==> config.mk <==
export PLATFORM = sky130hd
export DESIGN_NAME = iiep_input_ports
export DESIGN_NICKNAME = d
export VERILOG_FILES = /design/src/rtl/iiep_pkg.sv /design/src/rtl/iiep_event_line.sv /design/src/rtl/iiep_input_ports.sv
export VERILOG_INCLUDE_DIRS = /design/src /design/src/rtl
export SDC_FILE = /design/constraint.sdc
export NUM_CORES = 1
export LEC_CHECK = 0
export ABC_AREA = 1
export BUFFER_PORTS_ARGS = -buffer_cell sky130_fd_sc_hd__buf_4
export CORE_MARGIN = 2
export CORE_UTILIZATION = 54
export CTS_BUF_LIST = sky130_fd_sc_hd__clkbuf_4 sky130_fd_sc_hd__clkbuf_8 sky130_fd_sc_hd__clkbuf_16
export CTS_CLUSTER_SIZE = 28
export DETAILED_ROUTE_END_ITERATION = 8
export PLACE_DENSITY_LB_ADDON = 0.3
export SYNTH_ARGS = -nofsm -noshare
export SYNTH_HDL_FRONTEND = slang
export SYNTH_SLANG_ARGS = --single-unit
==> constraint.sdc <==
create_clock -name ref_clk -period 2.3 [get_ports ref_clk]
set_input_delay 0.46 -clock ref_clk [delete_from_list [all_inputs] [get_ports ref_clk]]
set_output_delay 0.46 -clock ref_clk [all_outputs]
set_load 0.01 [all_outputs]
==> src/rtl/iiep_params.svh <==
`ifndef IIEP_PARAMS_SVH
`define IIEP_PARAMS_SVH

// geometry
`define IIEP_NUM_PORTS     4
`define IIEP_LINES_PER_PORT 8
`define IIEP_LINES_PER_GROUP 4

// word index of each register slot (host address lines A1..A6)
`define IIEP_ADDR_W        6
`define IIEP_SLOT_PORT0    3'h0
`define IIEP_SLOT_DBCTL    3'h0
`define IIEP_SLOT_DBDUR    3'h1
`define IIEP_SLOT_DBCLK    3'h3
`define IIEP_SLOT_SUMMARY  3'h6
`define IIEP_SLOT_CTL      3'h7
`define IIEP_PAGE_PORTS    3'h0
`define IIEP_IRQEN_IDX     6'h08

// control register fields
`define IIEP_MASK_MSB      3
`define IIEP_BANK_LSB      6
`define IIEP_BANK_MSB      7
`define IIEP_SUM_ANY_BIT   7
`define IIEP_IRQEN_BIT     0

// bank codes
`define IIEP_BANK_INPUT    2'h0
`define IIEP_BANK_EVENT    2'h1
`define IIEP_BANK_DEBOUNCE 2'h2
`define IIEP_BANK_INVALID  2'h3

// unlock byte sequence
`define IIEP_UNLOCK_B0     8'h07
`define IIEP_UNLOCK_B1     8'h0D
`define IIEP_UNLOCK_B2     8'h06
`define IIEP_UNLOCK_B3     8'h12

// reset values
`define IIEP_PORT_RST      8'h00
`define IIEP_MASK_RST      4'h0
`define IIEP_BYTE_RST      8'h00

`endif

==> src/rtl/iiep_pkg.sv <==
`default_nettype none
package iiep_pkg;

	// one host access as seen on the module bus pins
	typedef struct packed {
		logic       sel;
		logic       write;
		logic [5:0] addr;
		logic [7:0] wdata;
	} iiep_bus_req_t;

	// answer to the host: low byte only, upper byte never driven
	typedef struct packed {
		logic       ack;
		logic       oe;
		logic [7:0] rdata;
	} iiep_bus_rsp_t;

	// unlock tracker and operating mode, one-hot
	typedef enum logic [5:0] {
		UNL_WAIT0 = 6'h01,
		UNL_WAIT1 = 6'h02,
		UNL_WAIT2 = 6'h04,
		UNL_WAIT3 = 6'h08,
		MODE_ENH  = 6'h10,
		MODE_STD  = 6'h20
	} iiep_mode_t;

endpackage
`default_nettype wire

==> src/rtl/iiep_event_line.sv <==
`default_nettype none
module iiep_event_line (
	input  wire logic ref_clk,
	input  wire logic rst_n,
	input  wire logic lineIn,
	input  wire logic fallSense,
	input  wire logic wrStb,
	input  wire logic wrBit,
	output logic      eventFlag
);

	logic linePrev_q;
	logic armed_q;
	logic armed_d;
	logic flag_q;
	logic flag_d;

	// edge of the chosen polarity
	wire riseSeen = lineIn & ~linePrev_q;
	wire fallSeen = ~lineIn & linePrev_q;
	wire edgeSeen = fallSense ? fallSeen : riseSeen;
	wire clrReq   = wrStb & ~wrBit;

	// writing 0 disarms, writing 1 re-arms
	assign armed_d = wrStb ? wrBit : armed_q;
	// an edge in the clear cycle still sets the flag
	assign flag_d = (armed_q & edgeSeen) | (flag_q & ~clrReq);
	assign eventFlag = flag_q;

	// line history, arm and flag state
	always_ff @(posedge ref_clk) begin
		if (!rst_n) begin
			linePrev_q <= 1'b0;
			armed_q    <= 1'b0;
			flag_q     <= 1'b0;
		end else begin
			linePrev_q <= lineIn;
			armed_q    <= armed_d;
			flag_q     <= flag_d;
		end
	end

endmodule
`default_nettype wire

==> src/rtl/iiep_input_ports.sv <==
// Function
// - only the low data byte is ever driven on reads; upper byte floats.
// - accesses to unused locations get no acknowledge and no data drive.
// - every access to a used location is acknowledged on the next clock, no wait states.
// - only ports 0 to 3 exist; ports 4 and 5 are unused, port 6 is used only in bank 1 (summary).
// - port read gives line states, lowest line of the port on bit 0.
// - a written 1 forces that input to read 0 until 0 written or reset.
// - reset clears all port data registers.
// - control bits 0-3 block bank 0 writes to ports 0-3 and read back.
// - write mask is clear after reset.
// - enhanced mode only after exact bytes 07,0D,06,12 to port 7 after reset.
// - in enhanced mode control bits 6-7 select and report the bank.
// - bank 00 inputs, 01 events, 10 debounce; 11 must not be written.
// - reset gives standard mode, clear mask and bank 0.
// - bank 1 port reads return the event flags of its eight lines.
// - bank 1 port write of 0 clears the line's event flag.
// - a cleared line stays disarmed until a 1 is written to re-arm it.
// - summary bits 0-3 give per-port events, bit 7 any event.
// - summary event can drive the interrupt line only when enabled.
// - polarity per group of four lines: 1 falling, 0 rising.
// - interrupt line driven only when enable bit 0 is set; resets clear.
`include "iiep_params.svh"
`default_nettype none
module iiep_input_ports #(
	parameter int NUM_PORTS = `IIEP_NUM_PORTS
) (
	input  wire logic                    ref_clk,
	input  wire logic                    rst_n,
	input  wire iiep_pkg::iiep_bus_req_t busReq,
	output var  iiep_pkg::iiep_bus_rsp_t busRsp,
	input  wire logic [NUM_PORTS*8-1:0]  inputLines,
	output logic                         intReq0_n
);

	localparam int LPP   = `IIEP_LINES_PER_PORT;
	localparam int LINES = NUM_PORTS * LPP;
	localparam int LPG   = `IIEP_LINES_PER_GROUP;
	localparam int GROUPS = LINES / LPG;

	// access detection: one access per rising select
	logic selPrev_q;
	wire accStart = busReq.sel & ~selPrev_q;
	wire isWrite  = accStart & busReq.write;
	wire isRead   = accStart & ~busReq.write;

	// address split: page of eight slots and slot number
	wire [2:0] slot     = busReq.addr[2:0];
	wire       inPage   = busReq.addr[5:3] == `IIEP_PAGE_PORTS;
	wire       isIrqEn  = busReq.addr == `IIEP_IRQEN_IDX;
	wire       isData   = inPage & (slot <= 3'(NUM_PORTS - 1));
	wire       isCtl    = inPage & (slot == `IIEP_SLOT_CTL);
	wire       isSum    = inPage & (slot == `IIEP_SLOT_SUMMARY);
	wire       isDbCtl  = inPage & (slot == `IIEP_SLOT_DBCTL);
	wire       isDbDur  = inPage & (slot == `IIEP_SLOT_DBDUR);
	wire       isDbClk  = inPage & (slot == `IIEP_SLOT_DBCLK);

	// mode and bank state
	iiep_pkg::iiep_mode_t mode_q;
	iiep_pkg::iiep_mode_t mode_d;
	logic [1:0] bank_q;
	logic [`IIEP_MASK_MSB:0] mask_q;
	wire enhanced = mode_q == iiep_pkg::MODE_ENH;
	wire [1:0] bankEff = enhanced ? bank_q : `IIEP_BANK_INPUT;
	wire inBank0 = bankEff == `IIEP_BANK_INPUT;
	wire inBank1 = bankEff == `IIEP_BANK_EVENT;
	wire inBank2 = bankEff == `IIEP_BANK_DEBOUNCE;

	// which locations answer in the current bank
	wire hitData = isData & (inBank0 | inBank1);
	wire hitSum  = isSum & inBank1;
	wire hitDb   = inBank2 & (isDbCtl | isDbDur | isDbClk);
	wire hit     = hitData | hitSum | hitDb | isCtl | isIrqEn;

	// write strobes per register
	wire wrCtl    = isWrite & isCtl;
	wire wrPort   = isWrite & isData & inBank0;
	wire wrEvent  = isWrite & isData & inBank1;
	wire wrPol    = isWrite & hitSum;
	wire wrDbCtl  = isWrite & inBank2 & isDbCtl;
	wire wrDbDur  = isWrite & inBank2 & isDbDur;
	wire wrDbClk  = isWrite & inBank2 & isDbClk;
	wire wrIrqEn  = isWrite & isIrqEn;
	wire [1:0] newBank = busReq.wdata[`IIEP_BANK_MSB:`IIEP_BANK_LSB];
	wire bankOk  = newBank != `IIEP_BANK_INVALID;

	// unlock sequence tracking
	always_comb begin
		mode_d = mode_q;
		case (mode_q)
			iiep_pkg::UNL_WAIT0: begin
				if (accStart) begin
					mode_d = (isWrite & isCtl & busReq.wdata == `IIEP_UNLOCK_B0) ?
						iiep_pkg::UNL_WAIT1 : iiep_pkg::MODE_STD;
				end
			end
			iiep_pkg::UNL_WAIT1: begin
				if (accStart) begin
					mode_d = (isWrite & isCtl & busReq.wdata == `IIEP_UNLOCK_B1) ?
						iiep_pkg::UNL_WAIT2 : iiep_pkg::MODE_STD;
				end
			end
			iiep_pkg::UNL_WAIT2: begin
				if (accStart) begin
					mode_d = (isWrite & isCtl & busReq.wdata == `IIEP_UNLOCK_B2) ?
						iiep_pkg::UNL_WAIT3 : iiep_pkg::MODE_STD;
				end
			end
			iiep_pkg::UNL_WAIT3: begin
				if (accStart) begin
					mode_d = (isWrite & isCtl & busReq.wdata == `IIEP_UNLOCK_B3) ?
						iiep_pkg::MODE_ENH : iiep_pkg::MODE_STD;
				end
			end
			iiep_pkg::MODE_ENH: mode_d = iiep_pkg::MODE_ENH;
			iiep_pkg::MODE_STD: mode_d = iiep_pkg::MODE_STD;
			default: mode_d = iiep_pkg::MODE_STD;
		endcase
	end

	// mode, mask and bank registers
	always_ff @(posedge ref_clk) begin
		if (!rst_n) begin
			mode_q <= iiep_pkg::UNL_WAIT0;
			mask_q <= `IIEP_MASK_RST;
			bank_q <= `IIEP_BANK_INPUT;
		end else begin
			mode_q <= mode_d;
			if (wrCtl) begin
				mask_q <= busReq.wdata[`IIEP_MASK_MSB:0];
			end
			if (wrCtl & enhanced & bankOk) begin
				bank_q <= newBank;
			end
		end
	end

	// per-port data registers and input read values
	logic [7:0] portReg_q [NUM_PORTS];
	logic [7:0] inRead [NUM_PORTS];
	logic [7:0] evRead [NUM_PORTS];
	logic [NUM_PORTS-1:0] portEvent;
	logic [LINES-1:0] eventFlags;
	logic [GROUPS-1:0] polarity_q;

	genvar p;
	generate
		for (p = 0; p < NUM_PORTS; p++) begin : g_port
			// port select for this slot
			wire thisPort = slot == 3'(p);
			wire portWr   = wrPort & thisPort & ~mask_q[p];
			wire evWr     = wrEvent & thisPort;

			always_ff @(posedge ref_clk) begin
				if (!rst_n) begin
					portReg_q[p] <= `IIEP_PORT_RST;
				end else if (portWr) begin
					portReg_q[p] <= busReq.wdata;
				end
			end

			// forced-off bits read as 0, bit 0 is lowest line
			assign inRead[p] = inputLines[p*LPP +: LPP] & ~portReg_q[p];
			assign evRead[p] = eventFlags[p*LPP +: LPP];
			assign portEvent[p] = |eventFlags[p*LPP +: LPP];

			genvar b;
			for (b = 0; b < LPP; b++) begin : g_line
				iiep_event_line u_line (
					.ref_clk   (ref_clk),
					.rst_n     (rst_n),
					.lineIn    (inputLines[p*LPP + b]),
					.fallSense (polarity_q[(p*LPP + b) / LPG]),
					.wrStb     (evWr),
					.wrBit     (busReq.wdata[b]),
					.eventFlag (eventFlags[p*LPP + b])
				);
			end
		end
	endgenerate

	// debounce, polarity and interrupt enable storage
	logic [7:0] dbCtl_q;
	logic [7:0] dbDur_q;
	logic       dbClk_q;
	logic       intEn_q;
	always_ff @(posedge ref_clk) begin
		if (!rst_n) begin
			polarity_q <= '0;
			dbCtl_q    <= `IIEP_BYTE_RST;
			dbDur_q    <= `IIEP_BYTE_RST;
			dbClk_q    <= 1'b0;
			intEn_q    <= 1'b0;
		end else begin
			if (wrPol) begin
				polarity_q <= busReq.wdata[GROUPS-1:0];
			end
			if (wrDbCtl) begin
				dbCtl_q <= {4'h0, busReq.wdata[`IIEP_MASK_MSB:0]};
			end
			if (wrDbDur) begin
				dbDur_q <= busReq.wdata;
			end
			if (wrDbClk) begin
				dbClk_q <= busReq.wdata[0];
			end
			if (wrIrqEn) begin
				intEn_q <= busReq.wdata[`IIEP_IRQEN_BIT];
			end
		end
	end

	// summary status: per-port bits and any-event bit
	wire anyEvent = |portEvent;
	wire [7:0] sumRead = {anyEvent, 3'h0, 4'(portEvent)};
	wire [7:0] ctlRead = {bankEff, 2'h0, mask_q};
	wire [7:0] irqRead = {7'h00, intEn_q};

	// read data selection
	wire [7:0] dataRead = inBank1 ? evRead[slot[1:0]] : inRead[slot[1:0]];
	wire [7:0] dbRead   = isDbCtl ? dbCtl_q : (isDbDur ? dbDur_q : 8'h00);
	wire [7:0] rdMux =
		isIrqEn ? irqRead :
		isCtl   ? ctlRead :
		hitSum  ? sumRead :
		hitDb   ? dbRead  :
		dataRead;

	// bus answer, one cycle after the access starts
	always_ff @(posedge ref_clk) begin
		if (!rst_n) begin
			selPrev_q    <= 1'b0;
			busRsp.ack   <= 1'b0;
			busRsp.oe    <= 1'b0;
			busRsp.rdata <= 8'h00;
		end else begin
			selPrev_q    <= busReq.sel;
			busRsp.ack   <= accStart & hit;
			busRsp.oe    <= isRead & hit;
			busRsp.rdata <= (isRead & hit) ? rdMux : 8'h00;
		end
	end

	// interrupt request, active low
	always_ff @(posedge ref_clk) begin
		if (!rst_n) begin
			intReq0_n <= 1'b1;
		end else begin
			intReq0_n <= ~(intEn_q & anyEvent);
		end
	end

endmodule
`default_nettype wire

After elaboration in Yosys (flattened, before gate mapping)
Memory sizes are Yosys's and may differ from the RTL's.
Cells that the tools add are included.
{"block": "classes", "magnitude_cmp": 2, "eq_ne": 22, "muxes": 72, "n_bitwise": 367, "reduce_logical": 12}
{"op": "$and 1x1->1", "n": 202}
{"op": "$not 1->1", "n": 113}
{"op": "$mux 8", "n": 14}
{"op": "$mux 6", "n": 8}
{"op": "$mux 1", "n": 46}
{"op": "$or 1x1->1", "n": 43}
{"op": "$and 8x8->8", "n": 4}
{"op": "$bmux 8 s2", "n": 2}
{"op": "$not 8->8", "n": 4}
{"op": "$reduce_or 32->1", "n": 1}
{"op": "$reduce_or 8->1", "n": 4}
{"op": "$pmux 6 s5", "n": 1}
{"op": "$eq 8x3->1 const B", "n": 2}
{"op": "$eq 6x4->1 const B", "n": 2}
{"op": "$ne 2x2->1 const B", "n": 5}
{"op": "$eq 8x4->1 const B", "n": 1}
{"op": "$eq 8x5->1 const B", "n": 1}
{"op": "$eq 3x2->1 const B", "n": 2}
{"op": "$eq 3x3->1 const B", "n": 2}
{"op": "$eq 6x1->1 const B", "n": 1}
{"op": "$eq 6x2->1 const B", "n": 1}
{"op": "$eq 6x3->1 const B", "n": 1}
{"op": "$eq 6x5->1 const B", "n": 1}
{"op": "$logic_not 3->1", "n": 2}
{"op": "other kinds (12)", "n": 12}
{"block": "word_totals", "ff_bits": 141, "ramBits": 32, "in_bits": 50, "out_inout_bits": 11, "elab_cells": 586, "n_memories": 1}
{"memory": "portReg_q", "words": 4, "width": 8, "rd": 4, "rd_ports_with_merged_regs": 0, "wr": 4, "line": "iiep_input_ports.sv:138", "text": "logic [7:0] portReg_q [NUM_PORTS];"}

Depth between registers and ports, before layout
Gate-level depths: netlist (run 1).
{"block": "logic_depth", "ltp_word": 12, "mapped_depth": 13, "mapped_depth_nobuf": 11}

By module
A second synthesis (run 1) with hierarchy kept.
{"block": "hier_totals", "cells_unflattened": 1237, "hier_area_um2": 8808.4}
{"mod": "iiep_event_line", "instances": 32, "cells_per_inst": 20, "area_each_um2": 137.6, "seq_area_each_um2": 60.1}
{"mod": "iiep_input_ports", "instances": 1, "cells_per_inst": 597, "area_each_um2": 4404.2, "seq_area_each_um2": 1861.8}

Least setup slack after synthesis (run 1)
No wires, ideal clock.
{"block": "synth_timing", "path_type": "input to register", "start": "in busReq[15] (netlist bit)", "end": "mem portReg_q[1][0] (enable)", "arrival_time_ns": 1.825, "required_time_ns": 1.916, "slack_ns": 0.091, "stages": 6, "path_buffers": 0, "cell_sequence": "inv_1 nor2_2 nand2_1 nor2_4 nand3_2 o21ai_0"}
{"element": "start, declared", "line": "iiep_input_ports.sv:29", "text": "input wire iiep_pkg::iiep_bus_req_t busReq,"}
{"element": "end, declared", "line": "iiep_input_ports.sv:138"}

Worst setup path after layout (run 1)
{"block": "layout_timing", "start": "reg mode_q[0]", "end": "reg g_port[0].g_line[4].u_line.flag_q"}
{"block": "layout_between", "elab_chain_len": 9}
{"element": "start, declared", "line": "iiep_input_ports.sv:58", "text": "iiep_pkg::iiep_mode_t mode_q;"}
{"element": "start signal, assigned", "line": "iiep_input_ports.sv:123", "text": "mode_q <= iiep_pkg::UNL_WAIT0;"}
{"element": "start signal, assigned", "line": "iiep_input_ports.sv:127", "text": "mode_q <= mode_d;"}
{"element": "$eq 6x5->1", "line": "iiep_input_ports.sv:62", "text": "wire enhanced = mode_q == iiep_pkg::MODE_ENH;"}
{"element": "$mux 2 (no line)"}
{"element": "$eq 2x1->1 (no line)"}
{"element": "$and 1x1->1", "line": "iiep_input_ports.sv:77", "text": "wire wrEvent = isWrite & isData & inBank1;"}
{"element": "$and 1x1->1", "line": "iiep_input_ports.sv:151", "text": "wire evWr = wrEvent & thisPort;"}
{"element": "$and 1x1->1", "line": "iiep_event_line.sv:22", "text": "wire clrReq = wrStb & ~wrBit;"}
{"element": "$not 1->1", "line": "iiep_event_line.sv:27", "text": "assign flag_d = (armed_q & edgeSeen) | (flag_q & ~clrReq);"}
{"element": "$and 1x1->1", "line": "iiep_event_line.sv:27"}
{"element": "$or 1x1->1", "line": "iiep_event_line.sv:27"}
{"element": "end signal, assigned", "line": "iiep_event_line.sv:39", "text": "flag_q <= flag_d;"}
{"element": "end, declared", "line": "iiep_event_line.sv:15", "text": "logic flag_q;"}
Every way passes these cells.
A chain may end at the register's enable or synchronous reset.

==> summary.txt, run 1 <==
Seq cells post-synth: 173
Initial Util: 54.7%
Antenna violations before repair: 0
CP peak stage delay: 0.33 ns
Seq/Total Area, Yosys: 48.1%
Cells after Synth: 1,033
Worst-path maximum fanout: 16
Clock skew: 0.0107 ns
Initial DRT Pass Iterations: 5
Startpoint types: flip-flop
Core ar.: 14,400 um^2
Total wire length: 22,500 um
Ys async rst share: 0%
CTS tree: yes
Clock transition at path regs: 0.07 ns
Syn_area_per_cell: 7.61 um^2
Worst slew margin: 59.0%
Antenna Nets Post-Route: 0
Clk buf depth: 2
Initial drt markers: 882
Static leakage: 3.92 nW
Post-CTS setup buffers: 0
Max-cap violation count: 0
Clock sink count: 173
Yosys warns: 0
Final Hold Fails: 0
Total track usage: 29.4%
IO Pins: 61
Largest net degree at the start of global routing: 130
Die width: 125 um
Port-buffer cells: 60
Worst min path class: in2reg
Worst VDD drop: 0.536 mV
Setup violations, final: 0
Flop-to-flop setup slack: 0.22 ns
# diodes: 0
Post-Syn Nets: 1,083
Status: finished, final reports clean
Die H: 125 um
Root buffer cell: clkbuf_16
Worst slew pin tran: 0.615 ns
Worst setup EP type: flip-flop
Area Growth Syn to Fin: 16.3%
CP dominant cell by count: o21ai_0
First-pass GRT wire length: 35,400 um
Total die area: 15,500 um^2
RSZ-0062 raised after global routing: false
Pwr/cell area: 705 nW/um^2
# rows: 44
DR vias: 7,226
Total grt overflow: 0
Max Fclk: 481 MHz
Main synth FF type: dfxtp_1
Post-synth EDFFs: 32
CTS Buf Count: 17
Period utilization: 90.4%
Clk Latency, worst-skew pair: 0.43 ns
CP arrival: 2.39 ns
CP max-delay cell: dfxtp_1
Fin crit period: 2.08 ns
GP Congestion: 1.04
Req. time, crit path: 2.60 ns
CTS H-tree lvls: 4
Vias in the first global route: 6,641
Post-DR wirelength/cell: 17.3 um
Worst setup path category: reg2reg
Fin util: 63.6%
Setup TNS: 0 ns
Via/cell ratio: 5.56
Layout cells sized above 1: 14.1%
Yosys cell types: 39
DRC Markers: 0
Post-DP HPWL: 16,100 um
Final #Nets: 1,152
Most common cell after layout, fill and taps aside: inv_1
Worst-path cell chain: nor2_2 -> nand2_1 -> nor2_4 -> nand3_4 -> inv_2 -> nand4_4 -> o21ai_0 -> o21ai_0
Max-slew violations: 0
Cell area after synthesis: 7860 um^2
Commonest non-fill, non-tap cells in the layout: inv_1 (172), nand2_1 (154), dfxtp_1 (141)
stage by stage:
step | std cells | hold WS, ns | setup slack, ns | area [um^2] | total power, mW
after floorplan | 1033 | 0.381 | 0.0913 | 7860 | 3.48
after global placement | 1267 | 0.392 | 0.143 | 8550 | 3.70
after detailed placement | 1267 | 0.401 | 0.0513 | 8550 | 3.71
after CTS | 1299 | 0.212 | 0.0214 | 9130 | 6.44
after global routing | 1299 | 0.212 | 0.00346 | 9140 | 6.63
final | 1299 | 0.218 | 0.220 | 9140 | 6.44
cell usage after synthesis, types with 2 or more instances:
| library cell | instances | share of area [%] |
|---|---|---|
| a21oi_1 | 77 | 4.9 |
| buf_1 | 2 | 0.096 |
| buf_2 | 4 | 0.25 |
| buf_4 | 3 | 0.29 |
| buf_6 | 4 | 0.57 |
| clkbuf_1 | 18 | 0.86 |
| clkinv_1 | 2 | 0.096 |
| dfxtp_1 | 141 | 36 |
| edfxtp_1 | 32 | 12 |
| inv_1 | 172 | 8.2 |
| inv_2 | 5 | 0.24 |
| nand2_1 | 154 | 7.4 |
| nand2_2 | 3 | 0.24 |
| nand3_1 | 34 | 2.2 |
| nand3_2 | 2 | 0.25 |
| nand3_4 | 4 | 0.89 |
| nand4_1 | 17 | 1.4 |
| nand4_2 | 4 | 0.64 |
| nor2_1 | 131 | 6.3 |
| nor2_2 | 9 | 0.72 |
| nor2_4 | 4 | 0.57 |
| nor3_1 | 23 | 1.5 |
| nor3_2 | 2 | 0.25 |
| nor3_4 | 2 | 0.41 |
| nor3b_1 | 2 | 0.19 |
| o2111ai_1 | 25 | 2.8 |
| o21ai_0 | 125 | 8.0 |
| o21ai_1 | 9 | 0.57 |
| o21ai_2 | 4 | 0.45 |
| o22ai_1 | 9 | 0.72 |
| or2_2 | 2 | 0.16 |
final timing paths:
check	start	end	depth (start not counted)
worst min register to register	intEn_q	intReq0_n	1
worst max register to register	mode_q[0]	g_port[0].g_line[4].u_line.eventFlag	8
worst max-delay path	mode_q[0]	g_port[0].g_line[4].u_line.eventFlag	8
worst min-delay path	inputLines[17]	g_port[2].g_line[1].u_line.linePrev_q	3
metal layers:
metal	up-vias	track usage [%]	share of wire (%)
li1	3531	-	-
met1	3348	39.8	42
met2	304	46.5	46
met3	43	6.53	9.1
met4	0	10.3	2.9
met5	-	0	0
logic make-up (layout without fill, tap and decap cells):
kind of cell	count (synthesis)	count (layout)	synth area share (%)
buffers and inverters	211	293	10.7
and+or+nand+nor	398	398	23.6
DFF	173	173	48.1
AOI/OAI and AO/OA	251	251	17.6
worst max-delay path, delay by kind of cell, from the launching register on:
kind	cells	cell delay, ns
AND/OR/NAND/NOR	5	0.93
flip-flops	1	0.33
AO/OA/AOI/OAI	2	0.43
buffers and inverters	1	0.27
state kept, by name, indices dropped and copies added, names as in the netlist:
name,flops
g_port.g_line.u_line.armed_q,32
g_port.g_line.u_line.eventFlag,32
g_port.g_line.u_line.linePrev_q,32
portReg_q,32
busRsp,10
dbDur_q,8
polarity_q,8
mode_q,6
dbCtl_q,4
mask_q,4
bank_q,2
intEn_q,1
intReq0_n,1
selPrev_q,1
what timing repair did:
| item | in CTS | in global routing |
|---|---|---|
| gates resized for setup | 0 | 3 |
| setup endpoints to repair | 0 | 16 |
| hold endpoints to repair | 0 | 0 |
| hold buffers | 0 | 0 |
final cells by class:
type	instances	area [um^2]
clock buffers	25	528
well taps	184	230
repair buffers	81	621
multi-input cells	649	3240
flip-flops and latches	173	3780
clock inverters	7	52.6
fillers	1308	5230
inverters	180	678
report_power, final:
part	internal (mW)	leakage (nW)	switching, mW
combinational	0.162	2.15	0.334
sequential	3.14	1.48	0.0221
clock	1.60	0.289	1.18
No activity file was read; power rests on OpenSTA's default activity.
==> inputs of run 2 (changes only) <==
- CELL_PAD_IN_SITES_DETAIL_PLACEMENT: default -> 1
- CELL_PAD_IN_SITES_GLOBAL_PLACEMENT: default -> 1
- CORE_UTILIZATION: 54 -> 40
- GPL_TIMING_DRIVEN: default -> 1
- RECOVER_POWER: default -> 25
==> run 2 against run 1 <==
Clock skew barely moved. Hold slack got worse by 0.0095 ns. Maximum frequency down 0.78%. Largest cell class unchanged. First-iteration DRC count fell by 25%. Via count grew 1.4%. Non-clock buffer count is 10 higher.
==> summary.txt, run 2 (synthesis results as in run 1) <==
Status: finished, final reports clean
Setup violations, final: 0 (unchanged)
Total track usage: 26.5% (-2.9 points)
Clk buf depth: 2 (unchanged)
Filler Cell Count: 2,499 (+91%)
Antenna violations before repair: 0 (unchanged)
Post-CTS setup buffers: 0 (unchanged)
Reg2Reg Depth: 8 (unchanged)
First-pass GRT wire length: 40,900 um (+15%)
Max-slew violations: 0 (unchanged)
DRC Markers: 0 (unchanged)
Req. time, crit path: 2.61 ns (about the same)
Max-cap violation count: 0 (unchanged)
DR vias: 7,324 (+1.4%)
Antenna Nets Post-Route: 0 (unchanged)
Area Growth Syn to Fin: 17.8%
Port-buffer cells: 60 (unchanged)
# diodes: 0 (unchanged)
Clock transition at path regs: 0.07 ns (about the same)
Final #Nets: 1,162 (+0.87%)
Most common cell after layout, fill and taps aside: inv_1
CTS Buf Count: 17 (unchanged)
Post-DP HPWL: 19,700 um (+22%)
Area of the multi-input gates: 3230 um^2 (-0.42%)
Final Hold Fails: 0 (unchanged)
Vias in the first global route: 7,495 (+13%)
Via/cell ratio: 5.27 (-5.3%)
Period utilization: 91.2% (+0.71 points)
Clock skew: 0.0111 ns (+0.000313 ns)
Static leakage: 3.92 nW (about the same)
Worst slew margin: 32.4% (-27 points)
Die H: 144 um (+16%)
Total grt overflow: 0 (unchanged)
Clock sink count: 173 (unchanged)
Pwr/cell area: 719 nW/um^2 (+2.0%)
CTS H-tree lvls: 4 (unchanged)
CTS tree: yes
Reg-to-Reg Start: mode_q[0]
HP Start: busReq[15]
Core ar.: 19,400 um^2 (+35%)
Initial DRT Pass Iterations: 4 (-1)
Worst-path maximum fanout: 16 (unchanged)
Root buffer cell: clkbuf_16
Critical Path Start: mode_q[0]
Commonest non-fill, non-tap cells in the layout: inv_1 (172), nand2_1 (155), dfxtp_1 (141)
IO Pins: 61 (unchanged)
Worst setup path category: reg2reg
RSZ-0062 raised after global routing: false
R2R Path End: g_port[1].g_line[2].u_line.eventFlag
Layout cells sized above 1: 13.5% (-0.57 points)
Worst slew pin tran: 1.01 ns (+0.399 ns)
Clk Latency, worst-skew pair: 0.44 ns (about the same)
Worst min path class: in2reg
Fin crit period: 2.10 ns (+0.0163 ns)
Post-DR wirelength/cell: 19.0 um (+9.8%)
Startpoint types: flip-flop
# rows: 51 (+16%)
GP Congestion: 0.943 (-9.0%)
Setup TNS: 0 ns (unchanged)
WHS Path Cells: 3 (unchanged)
Initial Util: 40.5% (-14 points)
Max Fclk: 477 MHz (-0.78%)
Total wire length: 26,500 um (+18%)
Post-cts hold buffer count: 0 (unchanged)
Largest net degree at the start of global routing: 57 (-56%)
Sequential Area: 3780 um^2 (unchanged)
Die width: 144 um (+16%)
Total die area: 20,800 um^2 (+34%)
Fin util: 47.7% (-16 points)
Initial drt markers: 663 (-25%)
Worst VDD drop: 0.505 mV (-5.8%)
Worst Hold Endpoint: selPrev_q
Worst setup EP type: flip-flop
CP arrival: 2.41 ns (+0.02 ns)
Post_cts resized: 0 (unchanged)
Flop-to-flop setup slack: 0.20 ns (-0.02 ns)
-- run 2: critical path: stages (launching register included) --
cell and delay (ns):
dfxtp_1 0.33, nor2_2 0.21, nand2_1 0.13, nor2_4 0.14
nand3_4 0.17, inv_2 0.29, nand3_4 0.25, o21ai_0 0.34
o21ai_0 0.12
-- run 2: power breakdown --
part / total (mW) / internal (mW) / switching [mW]
logic: 0.512 / 0.162 / 0.350
clock network: 2.99 / 1.70 / 1.29
registers: 3.16 / 3.13 / 0.0231
-- run 2: how the worst max path moves through the flow --
stage | cells after the start | end | slack [ns]
CTS | 8 | g_port[2].g_line[2].u_line.eventFlag | 0.22
finish | 8 | g_port[1].g_line[2].u_line.eventFlag | 0.20
floorplan | 6 | portReg_q[1][0] | 0.09
global route | 8 | g_port[1].g_line[2].u_line.eventFlag | 0.01
detailed placement | 9 | polarity_q[6] | 0.19
global placement | 12 | busRsp[2] | 0.26
-- run 2: final cells by class --
type	instances	area share, %
clock buffer	20	5.03
clock inverter	12	1.41
inverter	180	7.32
multi-input combinational	649	34.9
sequential	173	40.9
tap	265	3.58
timing repair buffer	91	6.93
-- run 2: per-stage QoR --
stage / power (mW) / hold WS, ns / setup slack (ns) / area, um^2 / cells
floorplan: 3.48 / 0.381 / 0.0913 / 7860 / 1033
detailed placement: 3.74 / 0.405 / 0.187 / 8720 / 1358
finish: 6.66 / 0.208 / 0.203 / 9260 / 1390
global placement: 3.72 / 0.404 / 0.259 / 8720 / 1358
CTS: 6.69 / 0.197 / 0.217 / 9320 / 1390
global route: 6.86 / 0.215 / 0.0114 / 9260 / 1390
-- run 2: per-layer routing --
metal  GRT usage, %  share of wire [%]  vias up  routed length (um)
li1               -                  -     3543                   -
met1           34.6                 44     3571               11600
met2           45.1                 49      172               12800
met3           4.37                5.3       38                1390
met4           7.92                2.2        0                 593
met5              0                  0        -                   0
